[config.mk]
export PLATFORM = sky130hd
export DESIGN_NAME = qt_query_slice
export DESIGN_NICKNAME = d
export VERILOG_FILES = /design/src/hdl/qt_query_slice.v /design/src/hdl/qt_pow2.v /design/src/hdl/qt_rom.v
export VERILOG_INCLUDE_DIRS = /design/src /design/src/hdl
export SDC_FILE = /design/constraint.sdc
export NUM_CORES = 1
export LEC_CHECK = 0
export BUFFER_PORTS_ARGS = -buffer_cell sky130_fd_sc_hd__buf_2
export CORE_UTILIZATION = 35
export DETAILED_ROUTE_END_ITERATION = 7
export SYNTH_ARGS = -nofsm -noshare
export SYNTH_HDL_FRONTEND = slang
export SYNTH_SLANG_ARGS = --single-unit
[constraint.sdc]
create_clock -name pclk -period 1.75 [get_ports pclk]
set_input_delay 0.0875 -clock pclk [delete_from_list [all_inputs] [get_ports pclk]]
set_output_delay 0.0875 -clock pclk [all_outputs]
set_load 0.01 [all_outputs]
[src/hdl/qt_defines.vh]
// qt_defines.vh: register indices, table codes, field positions and reset values
// for the query table read slice; included by qt_query_slice and qt_rom, definitions only.
`ifndef QT_DEFINES_VH
`define QT_DEFINES_VH

// register indices; the byte address on the bus is index * 4
`define QT_IDX_W 10
`define QT_IDX_CTRL 10'h000
`define QT_IDX_RCFG 10'h001
`define QT_IDX_STAT 10'h002
`define QT_IDX_CNT 10'h003
`define QT_IDX_PAGE 10'h04c
`define QT_IDX_BCNT 10'h04d
`define QT_IDX_BC1 10'h04e
`define QT_IDX_BC2 10'h04f
`define QT_IDX_BC3 10'h050
`define QT_IDX_BC4 10'h051
`define QT_IDX_PREG 10'h052

// query table codes
`define QT_PAGE_CODE 8'h03
`define QT_BCNT_CODE 8'h04
`define QT_BC1_CODE 8'h01
`define QT_BC2_CODE 8'h02
`define QT_BC3_CODE 8'h03
`define QT_BC4_CODE 8'h07
`define QT_PREG_DEF 8'h01
`define QT_BURST_CONT 3'h7
`define QT_PAGE_BIAS 8'h00
`define QT_BURST_BIAS 8'h01

// control register fields
`define QT_CTRL_QMODE 0
`define QT_CTRL_RST 1'h0

// read configuration register fields
`define QT_RCFG_CODE_HI 2
`define QT_RCFG_CODE_LO 0
`define QT_RCFG_BEN 3
`define QT_RCFG_PEN 4
`define QT_RCFG_RST 5'h07

// status register fields
`define QT_ST_PAGE_OK 0
`define QT_ST_BURST_OK 1
`define QT_ST_CODE_OK 2
`define QT_ST_CONT 3
`define QT_ST_SINGLE 4
`define QT_ST_QMODE 5
`define QT_ST_PBYTES_HI 15
`define QT_ST_PBYTES_LO 8
`define QT_ST_BWORDS_HI 31
`define QT_ST_BWORDS_LO 16

`endif

[src/hdl/qt_query_slice.v]
// qt_query_slice: apb slave presenting the read-capability slice of the query table,
// plus the read configuration it steers and a status view of the decoded capabilities.
// assumes an apb master on pclk; one wait state on every transfer.
`timescale 1ns/1ns
`include "qt_defines.vh"

// Notes on behaviour
// - the page capability entry at query index 4c reads 03, an eight byte page.
// - the page capability byte is an exponent n and the page holds two to the n bytes.
// - a page capability of zero means no page buffer, so page mode stays off.
// - query index 4d reads 04, four burst capability fields follow it.
// - a burst field count of zero means no burst capability, so only plain reads run.
// - a burst field holds n in bits 0 to 2 and the burst is two to the n plus one words.
// - burst code 07 means continuous linear bursting to the end of the burstable space.
// - query index 4e reads 01, a four word burst.
// - query index 4f reads 02, an eight word burst.
// - query index 50 reads 03, a sixteen word burst.
// - query index 51 reads 07, continuous burst.
// - query index 52 reads the number of hardware partition regions.
// - a partition region count of zero marks a single partition device.
// - a nonzero partition region count gives the number of regions.
module qt_query_slice #(
  parameter [7:0] PART_REGIONS = `QT_PREG_DEF,
  parameter CNT_W = 16
) (
  input wire pclk,
  input wire presetn,
  input wire psel,
  input wire penable,
  input wire pwrite,
  input wire [11:0] paddr,
  input wire [31:0] pwdata,
  input wire [3:0] pstrb,
  output reg [31:0] prdata_q,
  output reg pready_q,
  output reg pslverr_q,
  output reg query_mode_q,
  output reg page_mode_en_q,
  output reg burst_mode_en_q,
  output reg [2:0] burst_len_code_q
);

  // software held state
  reg ctrl_q;
  reg [4:0] rcfg_q;
  reg [31:0] status_q;
  reg [31:0] status_d;
  reg [CNT_W-1:0] qcnt_q;

  // bus phase decode
  wire setup_ph;
  wire access_ph;
  wire done_ph;
  wire [`QT_IDX_W-1:0] idx;
  wire own_hit;
  wire tbl_hit;

  // table read port
  wire [7:0] rom_data;
  wire rom_hit;

  // decoded capability lengths
  wire [15:0] page_bytes;
  wire [15:0] burst_words;

  // configuration checks
  reg code_ok;
  wire [2:0] cfg_code;
  wire cont_sel;
  wire page_ok;
  wire burst_ok;
  wire single_part;

  // response assembly
  reg [31:0] rdata_d;
  reg err_d;

  // apb phases: setup starts the table lookup, done is the sampling edge
  assign setup_ph = psel & ~penable;
  assign access_ph = psel & penable & ~pready_q;
  assign done_ph = psel & penable & pready_q;
  assign idx = paddr[11:2];

  // own control, configuration, status and counter words
  assign own_hit = (idx == `QT_IDX_CTRL) | (idx == `QT_IDX_RCFG) |
                   (idx == `QT_IDX_STAT) | (idx == `QT_IDX_CNT);

  // the query slice spans index 4c to 52 inclusive
  assign tbl_hit = (idx >= `QT_IDX_PAGE) & (idx <= `QT_IDX_PREG);

  // table bytes come out of a register one cycle after setup
  // region count passes unchanged
  qt_rom #(
    .PART_REGIONS(PART_REGIONS)
  ) u_rom (
    .pclk(pclk),
    .presetn(presetn),
    .rd_en(setup_ph),
    .rd_idx(idx),
    .rd_data_q(rom_data),
    .rd_hit_q(rom_hit)
  );

  qt_pow2 #(
    .OUT_W(16)
  ) u_page_len (
    .exp_code(`QT_PAGE_CODE),
    .bias(`QT_PAGE_BIAS),
    .size(page_bytes)
  );

  // burst words from n plus one
  qt_pow2 #(
    .OUT_W(16)
  ) u_burst_len (
    .exp_code({5'h00, cfg_code}),
    .bias(`QT_BURST_BIAS),
    .size(burst_words)
  );

  // code field in bits 0 to 2
  assign cfg_code = rcfg_q[`QT_RCFG_CODE_HI:`QT_RCFG_CODE_LO];

  assign cont_sel = (cfg_code == `QT_BURST_CONT);

  // the configured code must match one of the advertised burst fields
  always @* begin
    code_ok = 1'b0;
    if (cfg_code == `QT_BC1_CODE) begin
      code_ok = 1'b1;
    end
    if (cfg_code == `QT_BC2_CODE) begin
      code_ok = 1'b1;
    end
    if (cfg_code == `QT_BC3_CODE) begin
      code_ok = 1'b1;
    end
    if (cfg_code == `QT_BC4_CODE) begin
      code_ok = 1'b1;
    end
  end

  assign page_ok = rcfg_q[`QT_RCFG_PEN] & (`QT_PAGE_CODE != 8'h00);

  assign burst_ok = rcfg_q[`QT_RCFG_BEN] & (`QT_BCNT_CODE != 8'h00) & code_ok;

  assign single_part = (PART_REGIONS == 8'h00);

  // status word: capability decode and current mode
  always @* begin
    status_d = 32'h0000_0000;
    status_d[`QT_ST_PAGE_OK] = page_ok;
    status_d[`QT_ST_BURST_OK] = burst_ok;
    status_d[`QT_ST_CODE_OK] = code_ok;
    status_d[`QT_ST_CONT] = cont_sel;
    status_d[`QT_ST_SINGLE] = single_part;
    status_d[`QT_ST_QMODE] = ctrl_q;
    status_d[`QT_ST_PBYTES_HI:`QT_ST_PBYTES_LO] = page_bytes[7:0];
    if (cont_sel) begin
      status_d[`QT_ST_BWORDS_HI:`QT_ST_BWORDS_LO] = 16'hffff;
    end else begin
      status_d[`QT_ST_BWORDS_HI:`QT_ST_BWORDS_LO] = burst_words;
    end
  end

  // status is sampled every cycle so reads see a settled value
  always @(posedge pclk or negedge presetn) begin
    if (!presetn) begin
      status_q <= 32'h0000_0000;
    end else begin
      status_q <= status_d;
    end
  end

  // read data and error for the current access
  always @* begin
    rdata_d = 32'h0000_0000;
    err_d = 1'b0;
    if (tbl_hit) begin
      // table is read only; a write is refused
      err_d = pwrite;
      if (!pwrite && ctrl_q && rom_hit) begin
        rdata_d = {24'h000000, rom_data};
      end
    end else if (own_hit) begin
      // status refuses writes; a counter write is taken only as a counter clear
      err_d = pwrite & (idx == `QT_IDX_STAT);
      if (!pwrite) begin
        case (idx)
          `QT_IDX_CTRL: rdata_d = {31'h0000_0000, ctrl_q};
          `QT_IDX_RCFG: rdata_d = {27'h0000_000, rcfg_q};
          `QT_IDX_STAT: rdata_d = status_q;
          `QT_IDX_CNT: rdata_d = {{(32-CNT_W){1'b0}}, qcnt_q};
          default: rdata_d = 32'h0000_0000;
        endcase
      end
    end else begin
      // unmapped address answers with an error and zero data
      err_d = 1'b1;
    end
  end

  // one wait state: ready rises in the second access cycle
  always @(posedge pclk or negedge presetn) begin
    if (!presetn) begin
      prdata_q <= 32'h0000_0000;
      pready_q <= 1'b0;
      pslverr_q <= 1'b0;
    end else if (access_ph) begin
      prdata_q <= rdata_d;
      pready_q <= 1'b1;
      pslverr_q <= err_d;
    end else begin
      prdata_q <= 32'h0000_0000;
      pready_q <= 1'b0;
      pslverr_q <= 1'b0;
    end
  end

  // writes land on the edge that samples ready; byte lane 0 carries every field
  always @(posedge pclk or negedge presetn) begin
    if (!presetn) begin
      ctrl_q <= `QT_CTRL_RST;
      rcfg_q <= `QT_RCFG_RST;
    end else if (done_ph && pwrite && pstrb[0]) begin
      if (idx == `QT_IDX_CTRL) begin
        ctrl_q <= pwdata[`QT_CTRL_QMODE];
      end
      if (idx == `QT_IDX_RCFG) begin
        rcfg_q <= pwdata[4:0];
      end
    end
  end

  // count of completed table reads in query mode; any write to it clears it
  always @(posedge pclk or negedge presetn) begin
    if (!presetn) begin
      qcnt_q <= {CNT_W{1'b0}};
    end else if (done_ph && pwrite && (idx == `QT_IDX_CNT)) begin
      qcnt_q <= {CNT_W{1'b0}};
    end else if (done_ph && !pwrite && tbl_hit && ctrl_q) begin
      qcnt_q <= qcnt_q + {{(CNT_W-1){1'b0}}, 1'b1};
    end
  end

  // mode outputs toward the read path
  always @(posedge pclk or negedge presetn) begin
    if (!presetn) begin
      query_mode_q <= 1'b0;
      page_mode_en_q <= 1'b0;
      burst_mode_en_q <= 1'b0;
      burst_len_code_q <= `QT_BURST_CONT;
    end else begin
      query_mode_q <= ctrl_q;
      page_mode_en_q <= page_ok;
      burst_mode_en_q <= burst_ok;
      burst_len_code_q <= cfg_code;
    end
  end

  // the table entry at index 52 carries PART_REGIONS as is; nonzero counts are regions

endmodule // qt_query_slice

[src/hdl/qt_pow2.v]
// qt_pow2: turns an exponent code plus a bias into a power-of-two length.
// assumes a combinational caller; saturates to all ones when the size will not fit.
`timescale 1ns/1ns

module qt_pow2 #(
  parameter OUT_W = 16
) (
  input wire [7:0] exp_code,
  input wire [7:0] bias,
  output wire [OUT_W-1:0] size
);

  localparam [8:0] LIMIT = OUT_W;
  localparam [OUT_W-1:0] ONE = {{(OUT_W-1){1'b0}}, 1'b1};

  wire [8:0] exp_sum;

  // exponent plus bias, one bit wider so it never wraps
  assign exp_sum = {1'b0, exp_code} + {1'b0, bias};
  assign size = (exp_sum >= LIMIT) ? {OUT_W{1'b1}} : (ONE << exp_sum);

endmodule // qt_pow2

[src/hdl/qt_rom.v]
// qt_rom: the fixed query table bytes, read through an output register.
// assumes rd_en is a one-cycle strobe from the bus side in the pclk domain.
`timescale 1ns/1ns
`include "qt_defines.vh"

module qt_rom #(
  parameter [7:0] PART_REGIONS = `QT_PREG_DEF
) (
  input wire pclk,
  input wire presetn,
  input wire rd_en,
  input wire [`QT_IDX_W-1:0] rd_idx,
  output reg [7:0] rd_data_q,
  output reg rd_hit_q
);

  // registered table lookup; misses read zero
  always @(posedge pclk or negedge presetn) begin
    if (!presetn) begin
      rd_data_q <= 8'h00;
      rd_hit_q <= 1'b0;
    end else if (rd_en) begin
      rd_hit_q <= 1'b1;
      case (rd_idx)
        `QT_IDX_PAGE: rd_data_q <= `QT_PAGE_CODE;
        `QT_IDX_BCNT: rd_data_q <= `QT_BCNT_CODE;
        `QT_IDX_BC1: rd_data_q <= `QT_BC1_CODE;
        `QT_IDX_BC2: rd_data_q <= `QT_BC2_CODE;
        `QT_IDX_BC3: rd_data_q <= `QT_BC3_CODE;
        `QT_IDX_BC4: rd_data_q <= `QT_BC4_CODE;
        `QT_IDX_PREG: rd_data_q <= PART_REGIONS;
        default: begin
          rd_data_q <= 8'h00;
          rd_hit_q <= 1'b0;
        end
      endcase
    end
  end

endmodule // qt_rom

# After elaboration in Yosys (flattened, before gate mapping)
# Cells that the tools add are included.
# classes
n_addsub	2
n_lt_le_gt_ge	3
n_eq_ne	14
shifts	1
n_mux	20
bitwise	12
reduce_logical	16
# ops
cell	n
32-bit 2-to-1 mux	4
32-bit case mux with 4 select lines	1
10-bit by 7-bit == test with 1-bit output (second input constant)	7
16-bit 2-to-1 mux	4
10-bit by 2-bit == test with 1-bit output (second input constant)	2
16-bit by 1-bit adder with 16-bit output (second input constant)	1
1-bit by 9-bit left shift with 16-bit output (first input constant)	1
3-bit case mux with 5 select lines	1
10-bit by 1-bit == test with 1-bit output (second input constant)	1
10-bit by 7-bit >= comparator with 1-bit output (second input constant)	1
10-bit by 7-bit <= comparator with 1-bit output (second input constant)	1
10-bit logical NOT	1
9-bit by 5-bit >= comparator with 1-bit output (second input constant)	1
1-bit 2-to-1 mux	9
1-bit logical AND	8
8-bit 2-to-1 mux	1
1-bit AND	7
7-bit OR reduction	1
3-bit by 2-bit == test with 1-bit output (second input constant)	2
3-bit by 1-bit adder with 4-bit output (second input constant)	1
2-bit AND reduction	2
2-bit OR reduction	2
3-bit by 1-bit == test with 1-bit output (second input constant)	1
3-bit == test (second input constant)	1
4 further kinds	7
# totals
reg_bits	93
output_inout_bits	40
elab_cells	81

# Logic depth before layout (Yosys ltp)
# Gate-level depths: netlist (run 1).
# logic_depth
ltp_word	7
depth_mapped	7
ltp_nobuf	6

# Cells and area by module
# Synthesis (run 1) repeated with hierarchy kept, for this count alone.
# hier_totals
hier_cells	453
hier_area_um2	4812.1
# modules_own_cells
module	instances	cells_each	area_per_inst_um2
qt_query_slice	1	293	3499.6
qt_pow2	2	63	504.2
qt_rom	1	34	304.0

# Least setup slack after synthesis (run 1)
# OpenSTA, ideal clock, no wires.
# synth_path
kind	input to register
from	in paddr[9]
to	reg qcnt_q[15]
setup_time_ps	77
arrival_time_ps	1998
t_required_ps	1673
path_slack_ps	-326
path_stages	6
n_path_buf	2
path_cell_list	or4b_1 > buf_2 > or4_1 > buf_2 > or4_1 > a21oi_1
# synth_via
elab_chain_cells	5
# synth_lines
element	line_no	rtl
start: declaration	qt_query_slice.v:31	input wire [11:0] paddr,
10-bit by 7-bit >= comparator with 1-bit output (no line) / 10-bit by 7-bit <= comparator with 1-bit output (equally long branches)	-	
1-bit AND	qt_query_slice.v:89	assign tbl_hit = (idx >= `QT_IDX_PAGE) & (idx <= `QT_IDX_PREG);
1-bit logical AND (2 in series)	qt_query_slice.v:241	end else if (done_ph && !pwrite && tbl_hit && ctrl_q) begin
2-bit nonzero test (no line)	-	
end signal: assignment	qt_query_slice.v:238	qcnt_q <= {CNT_W{1'b0}};
end signal: assignment	qt_query_slice.v:240	qcnt_q <= {CNT_W{1'b0}};
end signal: assignment	qt_query_slice.v:242	qcnt_q <= qcnt_q + {{(CNT_W-1){1'b0}}, 1'b1};
end: declaration	qt_query_slice.v:48	reg [CNT_W-1:0] qcnt_q;
# Parallel ways exist; a longest one is shown, timed or not.
# A chain may end at the register's enable or synchronous reset.

# Worst setup path in the final report (run 1)
# layout_path
from	reg pready_q
to	reg qcnt_q[15]
# layout_via
elab_chain_cells	5
# layout_lines
element	line_no	rtl
start: declaration	qt_query_slice.v:35	output reg pready_q,
start signal: assignment	qt_query_slice.v:207	pready_q <= 1'b0;
start signal: assignment	qt_query_slice.v:211	pready_q <= 1'b1;
start signal: assignment	qt_query_slice.v:215	pready_q <= 1'b0;
1-bit AND (*)	qt_query_slice.v:81	assign done_ph = psel & penable & pready_q;
1-bit logical AND (3 in series)	qt_query_slice.v:241	
2-bit nonzero test (no line)	-	
# Every way passes the cells marked *; elsewhere a longest branch is shown, timed or not.

==> impl_metrics.xml, run 1 <==
<?xml version="1.0" encoding="UTF-8"?>
<metrics>
  <group name="sta">
    <metric name="final_max_slew_viol_count" unit="">0</metric>
    <metric name="timing.final.crit_share" unit="">1.047</metric>
    <metric name="slew-limit-headroom" unit="">0.5314</metric>
    <metric name="rsz0062_at_grt" unit="">yes</metric>
    <metric name="setup_total_negative_slack" unit="ns">-0.3577</metric>
    <metric name="fin_hold_ws" unit="ns">0.09430</metric>
    <metric name="final-hold-violation-count" unit="">0</metric>
    <metric name="worst-slew-pin-transition" unit="ns">0.6938</metric>
    <metric name="finClkSkew" unit="ns">0.01125</metric>
    <metric name="finalSetupViolCount" unit="">10</metric>
    <metric name="finalWorstPathRequiredPeriod" unit="ns">1.833</metric>
    <metric name="layout_setup_ws" unit="ns">-0.08304</metric>
    <metric name="max_clock_freq" unit="MHz">545.5</metric>
  </group>
  <group name="placed_design">
    <metric name="final_weighted_congestion_in_routability_driven_placement" unit="">0.8306</metric>
    <metric name="place_worst_setup_slack" unit="ns">-0.2346</metric>
    <metric name="detailedPlacementHpwl" unit="um">5803</metric>
    <metric name="place.port_buffers" unit="">60</metric>
  </group>
  <group name="power_and_ir_drop">
    <metric name="p_clk_frac" unit="">0.387</metric>
    <metric name="p_sw" unit="uW">785.4</metric>
    <metric name="power_frac_comb" unit="">0.054</metric>
    <metric name="intPower" unit="mW">2.743</metric>
    <metric name="power_leakage" unit="nW">2.238</metric>
    <metric name="power" unit="mW">3.528</metric>
    <metric name="seqPwrFrac" unit="">0.558</metric>
    <metric name="pwr_density_cell" unit="nW/um^2">764.8</metric>
    <metric name="netSwitchingFraction" unit="">0.2226</metric>
    <metric name="vdd.ir_drop.worst" unit="V">0.0004054</metric>
  </group>
  <group name="logic_synthesis">
    <metric name="ys_ff_latch" unit="">85</metric>
    <metric name="number_of_nets_produced_by_synthesis" unit="">357</metric>
    <metric name="yosys_warnings" unit="">0</metric>
    <metric name="yosysUniqueCellTypes" unit="">46</metric>
    <metric name="synth_area_per_cell" unit="um^2">11.64</metric>
    <metric name="synthFlopType" unit="">sky130_fd_sc_hd__dfrtp_1</metric>
    <metric name="ys_seq_area_frac" unit="">0.6093</metric>
    <metric name="synthesis.instances" unit="">301</metric>
    <metric name="async_flop_share" unit="">1.000</metric>
    <metric name="synth_area" unit="um^2">3503</metric>
    <metric name="synth-edff-count" unit="">0</metric>
  </group>
  <group name="job">
    <metric name="max-cap-violations" unit="">0</metric>
  </group>
  <group name="detailed_routing">
    <metric name="ant_nets" unit="">0</metric>
    <metric name="routed_via_density" unit="">5.024</metric>
    <metric name="drt-initial-drc-count" unit="">103</metric>
    <metric name="wire_per_inst" unit="um">15.04</metric>
    <metric name="remaining_drc_errors" unit="">0</metric>
    <metric name="drt_wl_total" unit="um">8195</metric>
    <metric name="drtPass1Iterations" unit="">4</metric>
    <metric name="num_vias" unit="">2738</metric>
  </group>
  <group name="min_path">
    <metric name="min_path_type" unit="">primary input to flip-flop</metric>
    <metric name="hold_start" unit="">paddr[2]</metric>
  </group>
  <group name="global_route">
    <metric name="global_route.usage.met2" unit="">0.2468</metric>
    <metric name="grt.overflow.total" unit="">0</metric>
    <metric name="grt_max_degree" unit="">38</metric>
    <metric name="global_route.peak_usage_layer" unit="">met2</metric>
    <metric name="grtUsageMet3" unit="">0.04514</metric>
    <metric name="first_global_vias" unit="">2501</metric>
    <metric name="grt_first_pass_wirelength" unit="um">12810</metric>
    <metric name="globalRouteTotalUtil" unit="">0.1655</metric>
    <metric name="number_of_antenna_violations_at_the_first_check_in_global_routing" unit="">0</metric>
    <metric name="grtUsageMet1" unit="">0.2319</metric>
  </group>
  <group name="layout">
    <metric name="multi_input_comb_area" unit="um^2">1360</metric>
    <metric name="fraction_of_final_layout_cells_sized_beyond_drive_strength_1" unit="">0.3786</metric>
    <metric name="syn2layout_area_growth" unit="%">31.68</metric>
    <metric name="num_antenna_cells" unit="">0</metric>
    <metric name="regArea" unit="um^2">2135</metric>
    <metric name="final_net_count" unit="">463</metric>
    <metric name="fill_cell_total_of_the_finished_layout" unit="">925</metric>
  </group>
  <group name="worst_setup_path">
    <metric name="critPathCaptureType" unit="">flip-flop</metric>
    <metric name="cp-startpoint" unit="">pready_q</metric>
    <metric name="worst_setup_sp_type" unit="">flip-flop</metric>
    <metric name="cp_data_arrival_time" unit="ns">2.12</metric>
    <metric name="crit-reg2reg-launch" unit="">pready_q</metric>
    <metric name="worstSetupPathType" unit="">flip-flop to flip-flop</metric>
    <metric name="data_required_time_at_the_worst_endpoint" unit="ns">2.03</metric>
    <metric name="critical_path_peak_fanout" unit="">8</metric>
  </group>
  <group name="clocking">
    <metric name="clock_latency_on_the_worst_skew_pair" unit="ns">0.36</metric>
    <metric name="cts_sink_count" unit="">85</metric>
    <metric name="cts.root.buffer_cell" unit="">sky130_fd_sc_hd__clkbuf_8</metric>
    <metric name="cts_inserted_buffers" unit="">9</metric>
    <metric name="clk_pin_slew_worst_paths" unit="ns">0.08</metric>
    <metric name="htree_levels" unit="">3</metric>
    <metric name="number_of_buffers_on_the_longest_clock_path" unit="">2</metric>
    <metric name="cts_tree" unit="">built</metric>
  </group>
  <group name="outcome">
    <metric name="failing_checks" unit="">negative setup slack</metric>
    <metric name="outcome" unit="">finished with violations</metric>
  </group>
  <group name="floorplanning">
    <metric name="pin_count" unit="">93</metric>
    <metric name="dieWidth" unit="um">102.0</metric>
    <metric name="die_height" unit="um">102.0</metric>
    <metric name="initial_core_util" unit="">0.3601</metric>
    <metric name="floorplan.core_area" unit="um^2">9729</metric>
    <metric name="die-area" unit="um^2">10410</metric>
    <metric name="core.rowCount" unit="">36</metric>
  </group>
</metrics>
==> cell families after synthesis <==
family,share of synthesized area
other,0.001070
AND/OR/NAND/NOR,0.1904
AO/OA/AOI/OAI,0.1132
adder cells (fa/ha/maj),0.01072
buffers and inverters,0.02964
flip-flops,0.6093
XOR/XNOR,0.002500
multiplexers,0.04322
==> repair_timing <==
item / in CTS / in global routing
hold buffers: 6 / 0
cloned: 0 / 2
setup buffers: 0 / 5
endpoints found under the hold margin: 34 / 0
endpoints found under the setup margin: 36 / 35
resized for setup: 7 / 15
pin swaps: 6 / 6
==> cell usage after synthesis (all sizes together), types with 2 or more instances <==
cell type,instances,area (um^2)
ha,3,37.54
mux2,7,78.83
nor3,5,25.02
nand2,17,63.81
nand4,7,43.79
o41ai,2,17.52
mux2i,5,50.05
a22oi,3,22.52
o22ai,2,12.51
o31ai,18,135.1
buf,3,13.76
o2bb2ai,2,17.52
a41oi,2,17.52
and2,26,162.7
or4b,2,20.02
dfrtp,79,1977
dfstp,6,157.7
nand3,10,50.05
inv,9,33.78
o21ai,9,45.04
nand2b,2,12.51
or4,15,112.6
and3,2,12.51
nor2,10,37.54
or3,2,12.51
nor3b,3,22.52
nor4bb,2,20.02
nor2b,3,18.77
a22o,3,26.28
a21oi,14,70.07
clkbuf,15,56.30
==> worst max-delay path: stages (launching register included) <==
cell	delay (ns)
sky130_fd_sc_hd__dfrtp_1	0.40
sky130_fd_sc_hd__nand4_1	0.22
sky130_fd_sc_hd__or4_4	0.52
sky130_fd_sc_hd__or4_4	0.50
sky130_fd_sc_hd__a21oi_2	0.13
==> final cells by class <==
class | count | share of cell area
clock buffer | 12 | 0.03146
clock inverter | 4 | 0.01058
inverter | 9 | 0.007323
multi-input combinational | 190 | 0.2948
sequential | 85 | 0.4627
tap | 133 | 0.03607
timing repair buffer | 112 | 0.1570
==> stage by stage <==
step                      utilization  std cells  cell area (um^2)
after floorplan                     -        301              3536
after CTS                      0.4635        538              4509
final                          0.4742        545              4613
after global placement         0.4343        516              4225
after global routing           0.4742        545              4613
after detailed placement       0.4343        516              4225
==> power groups by stage <==
stage | registers (mW) | clock network, mW | logic (mW)
floorplan | 2.01 | 0 | 0.0546
global placement | 2.01 | 0 | 0.178
detailed placement | 2.01 | 0 | 0.181
CTS | 1.97 | 1.41 | 0.193
global route | 1.97 | 1.50 | 0.214
finish | 1.97 | 1.37 | 0.191
==> path summary, 6_finish.rpt <==
path | endpoint | slack, ns | depth (start not counted)
min reg2reg | status_q[0] | 0.41 | 0
max in group asynchronous | qcnt_q[0] | 0.92 | 3
max | qcnt_q[15] | -0.08 | 4
max reg2reg | qcnt_q[15] | -0.08 | 4
min | u_rom.rd_data_q[2] | 0.09 | 3
min in group asynchronous | prdata_q[8] | 0.23 | 2
==> placed cells by master (no fill, tap or decap), types with 5 or more instances in the layout <==
cell type                        n
sky130_fd_sc_hd__dlygate4sd3_1   6
sky130_fd_sc_hd__o31ai_1        16
sky130_fd_sc_hd__dfrtp_1        79
sky130_fd_sc_hd__or4_1          10
sky130_fd_sc_hd__buf_2          59
sky130_fd_sc_hd__a21oi_2         5
sky130_fd_sc_hd__nand2_1        16
sky130_fd_sc_hd__dfstp_2         6
sky130_fd_sc_hd__and2_1         26
sky130_fd_sc_hd__clkbuf_8       10
sky130_fd_sc_hd__nor2_1          9
sky130_fd_sc_hd__nand4_1         7
sky130_fd_sc_hd__mux2i_1         5
sky130_fd_sc_hd__nand3_1        10
sky130_fd_sc_hd__or4_4           6
sky130_fd_sc_hd__mux2_2          7
sky130_fd_sc_hd__o21ai_0         9
sky130_fd_sc_hd__inv_1           9
sky130_fd_sc_hd__buf_4          45
sky130_fd_sc_hd__a21oi_1         9
sky130_fd_sc_hd__nor3_1          5
==> metal layers <==
metal,vias to the layer above,wire length (um)
li1,1310,-
met1,1355,3961
met2,67,3836
met3,6,309
met4,0,88
met5,-,0
==> flip-flops by register name (all words and copies together) (netlist names) <==
register	count
prdata_q	32
status_q	22
qcnt_q	16
rcfg_q	5
burst_len_code_q	3
u_rom.rd_data_q	3
ctrl_q	1
pready_q	1
pslverr_q	1
u_rom.rd_hit_q	1
Note: power is estimated with default switching activity, not from simulation.
==> run 2, diff against run 1 <==
==> constraint.sdc (replaced) <==
create_clock -name pclk -period 1.75 [get_ports pclk]
set_input_delay 0.4375 -clock pclk [delete_from_list [all_inputs] [get_ports pclk]]
set_output_delay 0.4375 -clock pclk [all_outputs]
set_load 0.01 [all_outputs]
==> run 2 against run 1 <==
- the run still ends with negative setup slack left
- setup slack got worse by 0.13 ns
- power rose by 0.96%
- cell count grew 2.2%
- critical path type is now primary input to flip-flop
- non-clock buffer count increased by 13
- routed wire length fell by 0.79%
- sequential share of layout area decreased by 1.1 points
- clock power is essentially flat
- combinational power grew 21%
- via count increased by 2.0%
- sequential power about the same
==> impl_metrics.xml, run 2 (synthesis results as in run 1) <==
<?xml version="1.0" encoding="UTF-8"?>
<metrics>
  <group name="sta">
    <metric name="finalSetupViolCount" unit="">9</metric>
    <metric name="slew-limit-headroom" unit="">0.6055</metric>
    <metric name="rsz0062_at_grt" unit="">yes</metric>
    <metric name="final-hold-violation-count" unit="">0</metric>
    <metric name="timing.final.crit_share" unit="">1.120</metric>
    <metric name="finalWorstPathRequiredPeriod" unit="ns">1.961</metric>
    <metric name="layout_setup_ws" unit="ns">-0.2108</metric>
    <metric name="finClkSkew" unit="ns">0.009152</metric>
    <metric name="final_max_slew_viol_count" unit="">0</metric>
    <metric name="max_clock_freq" unit="MHz">510.0</metric>
    <metric name="worst-slew-pin-transition" unit="ns">0.5899</metric>
  </group>
  <group name="power_and_ir_drop">
    <metric name="vdd.ir_drop.worst" unit="V">0.0003536</metric>
    <metric name="power_frac_comb" unit="">0.065</metric>
    <metric name="p_sw" unit="uW">927.0</metric>
    <metric name="netSwitchingFraction" unit="">0.2603</metric>
    <metric name="intPower" unit="mW">2.635</metric>
    <metric name="p_clk_frac" unit="">0.382</metric>
    <metric name="seqPwrFrac" unit="">0.553</metric>
    <metric name="power_leakage" unit="nW">2.309</metric>
    <metric name="pwr_density_cell" unit="nW/um^2">754.5</metric>
  </group>
  <group name="outcome">
    <metric name="failing_checks" unit="">negative setup slack</metric>
    <metric name="outcome" unit="">finished with violations</metric>
  </group>
  <group name="layout">
    <metric name="num_antenna_cells" unit="">0</metric>
    <metric name="fraction_of_final_layout_cells_sized_beyond_drive_strength_1" unit="">0.4033</metric>
    <metric name="layout.cells.most_common" unit="">sky130_fd_sc_hd__dfrtp_1</metric>
    <metric name="final_net_count" unit="">475</metric>
    <metric name="stdcell_area" unit="um^2">4721</metric>
    <metric name="syn2layout_area_growth" unit="%">34.75</metric>
    <metric name="flip_flop_count_of_the_largest_register_after_layout" unit="">32</metric>
    <metric name="most-common-layout-cells" unit="">sky130_fd_sc_hd__dfrtp_1, sky130_fd_sc_hd__buf_4, sky130_fd_sc_hd__buf_2</metric>
    <metric name="layoutNonFillerInstCount" unit="">557</metric>
    <metric name="layout_top_registers" unit="">prdata_q x32, status_q x22, qcnt_q x16</metric>
    <metric name="max_flop_register" unit="">prdata_q</metric>
  </group>
  <group name="worst_setup_path">
    <metric name="critPathCaptureType" unit="">flip-flop</metric>
    <metric name="crit-reg2reg-launch" unit="">qcnt_q[3]</metric>
    <metric name="critical_path_peak_fanout" unit="">8</metric>
    <metric name="data_required_time_at_the_worst_endpoint" unit="ns">2.04</metric>
    <metric name="cp-startpoint" unit="">paddr[9]</metric>
    <metric name="worst_setup_sp_type" unit="">primary input</metric>
    <metric name="cp_data_arrival_time" unit="ns">2.25</metric>
    <metric name="worstSetupPathType" unit="">primary input to flip-flop</metric>
  </group>
  <group name="floorplanning">
    <metric name="die_height" unit="um">102.0</metric>
    <metric name="floorplan.core_area" unit="um^2">9729</metric>
    <metric name="pin_count" unit="">93</metric>
    <metric name="dieWidth" unit="um">102.0</metric>
    <metric name="core.rowCount" unit="">36</metric>
    <metric name="initial_core_util" unit="">0.3601</metric>
    <metric name="die-area" unit="um^2">10410</metric>
  </group>
  <group name="global_route">
    <metric name="number_of_antenna_violations_at_the_first_check_in_global_routing" unit="">0</metric>
    <metric name="globalRouteTotalUtil" unit="">0.1671</metric>
    <metric name="grt_first_pass_wirelength" unit="um">13060</metric>
    <metric name="grt_max_degree" unit="">26</metric>
    <metric name="first_global_vias" unit="">2715</metric>
    <metric name="grt.overflow.total" unit="">0</metric>
  </group>
  <group name="detailed_routing">
    <metric name="drtPass1Iterations" unit="">4</metric>
    <metric name="num_vias" unit="">2793</metric>
    <metric name="drt_wl_total" unit="um">8130</metric>
    <metric name="wire_per_inst" unit="um">14.60</metric>
    <metric name="remaining_drc_errors" unit="">0</metric>
    <metric name="ant_nets" unit="">0</metric>
    <metric name="drt-initial-drc-count" unit="">169</metric>
    <metric name="routed_via_density" unit="">5.014</metric>
  </group>
  <group name="placed_design">
    <metric name="detailedPlacementHpwl" unit="um">5848</metric>
    <metric name="post-place-cells" unit="">536</metric>
    <metric name="final_weighted_congestion_in_routability_driven_placement" unit="">0.8575</metric>
    <metric name="place.port_buffers" unit="">60</metric>
    <metric name="placed_cell_area" unit="um^2">4425</metric>
  </group>
  <group name="clocking">
    <metric name="cts_sink_count" unit="">85</metric>
    <metric name="clk_pin_slew_worst_paths" unit="ns">0.09</metric>
    <metric name="cts.root.buffer_cell" unit="">sky130_fd_sc_hd__clkbuf_8</metric>
    <metric name="cts_tree" unit="">built</metric>
    <metric name="clock_latency_on_the_worst_skew_pair" unit="ns">0.35</metric>
    <metric name="number_of_buffers_on_the_longest_clock_path" unit="">2</metric>
    <metric name="cts_inserted_buffers" unit="">9</metric>
    <metric name="htree_levels" unit="">3</metric>
  </group>
  <group name="min_path">
    <metric name="min_path_type" unit="">primary input to flip-flop</metric>
    <metric name="hold_start" unit="">pwdata[1]</metric>
  </group>
  <group name="job">
    <metric name="max-cap-violations" unit="">0</metric>
  </group>
</metrics>
## run 2: cell types whose count changed in the layout (fill, tap and decap cells not counted), moves of 2 or more
cell / before / now
sky130_fd_sc_hd__or4_1: 10 / 12
sky130_fd_sc_hd__a21oi_2: 5 / 2
sky130_fd_sc_hd__o31ai_1: 16 / 18
sky130_fd_sc_hd__a21oi_1: 9 / 12
sky130_fd_sc_hd__inv_8: 0 / 3
sky130_fd_sc_hd__buf_4: 45 / 62
sky130_fd_sc_hd__nor3_1: 5 / 3
sky130_fd_sc_hd__clkinv_2: 2 / 0
sky130_fd_sc_hd__nor3_4: 0 / 2
sky130_fd_sc_hd__or4_4: 6 / 3
sky130_fd_sc_hd__dlygate4sd3_1: 6 / 1
sky130_fd_sc_hd__o31ai_2: 2 / 0
sky130_fd_sc_hd__clkbuf_1: 2 / 0
## run 2: power groups by stage
| stage | Sequential [mW] | Combinational, mW | Clock [mW] |
|---|---|---|---|
| finish | 1.97 | 0.232 | 1.36 |
| global route | 1.97 | 0.256 | 1.50 |
| CTS | 1.97 | 0.230 | 1.41 |
| detailed placement | 2.01 | 0.224 | 0 |
| global placement | 2.01 | 0.218 | 0 |
| floorplan | 2.01 | 0.0605 | 0 |
## run 2: layer usage
layer,vias up,part of all wire,GRT usage
met5,-,0,0
met4,0,0.019,0.07473
met3,15,0.049,0.05198
met2,80,0.47,0.2555
met1,1374,0.46,0.2184
li1,1324,-,-
## run 2: repair_timing
action                                 4_1_cts  5_1_grt
buffers inserted                             1        2
hold buffers                                 1        0
setup endpoints to repair                   12       41
cloned                                       0        1
pin swaps                                    2        2
gates resized for setup                      4        9
endpoints found under the hold margin       19        0
## run 2: final cells by class
type                            instances  area, um^2
Clock buffer                            9       123.9
Clock inverter                          7       75.07
Fill cell                             915        5009
Inverter                                9       33.78
Multi-Input combinational cell        189        1374
Sequential cell                        85        2135
Tap cell                              133       166.4
Timing Repair Buffer                  125       813.3
## run 2: final timing paths
kind | endpoint | slack (ns) | cells past startpoint
max reg2reg | qcnt_q[7] | -0.14 | 4
min | rcfg_q[1] | 0.31 | 2
max | qcnt_q[7] | -0.21 | 5
min reg2reg | status_q[0] | 0.40 | 0
min in group asynchronous | qcnt_q[15] | 0.52 | 2
max in group asynchronous | prdata_q[14] | 0.65 | 3
## run 2: worst max-delay path: stages
cell                      delay [ns]
sky130_fd_sc_hd__buf_6          0.09
sky130_fd_sc_hd__or4b_4         0.55
sky130_fd_sc_hd__or4_4          0.49
sky130_fd_sc_hd__or4_4          0.54
sky130_fd_sc_hd__a21oi_2        0.15
## run 2: stage by stage
stage               setup TNS [ns]  hold WS (ns)  total power [mW]  setup WS, ns  utilization
floorplan                   -4.909        0.1419             2.071       -0.5891            -
finish                      -1.124        0.3135             3.562       -0.2108       0.4852
global placement            -10.66        0.3489             2.226       -0.5480       0.4549
detailed placement          -11.21        0.3618             2.232       -0.5893       0.4549
CTS                         -1.416        0.2927             3.605       -0.1939       0.4797
global route                -1.579        0.2782             3.730       -0.2319       0.4852
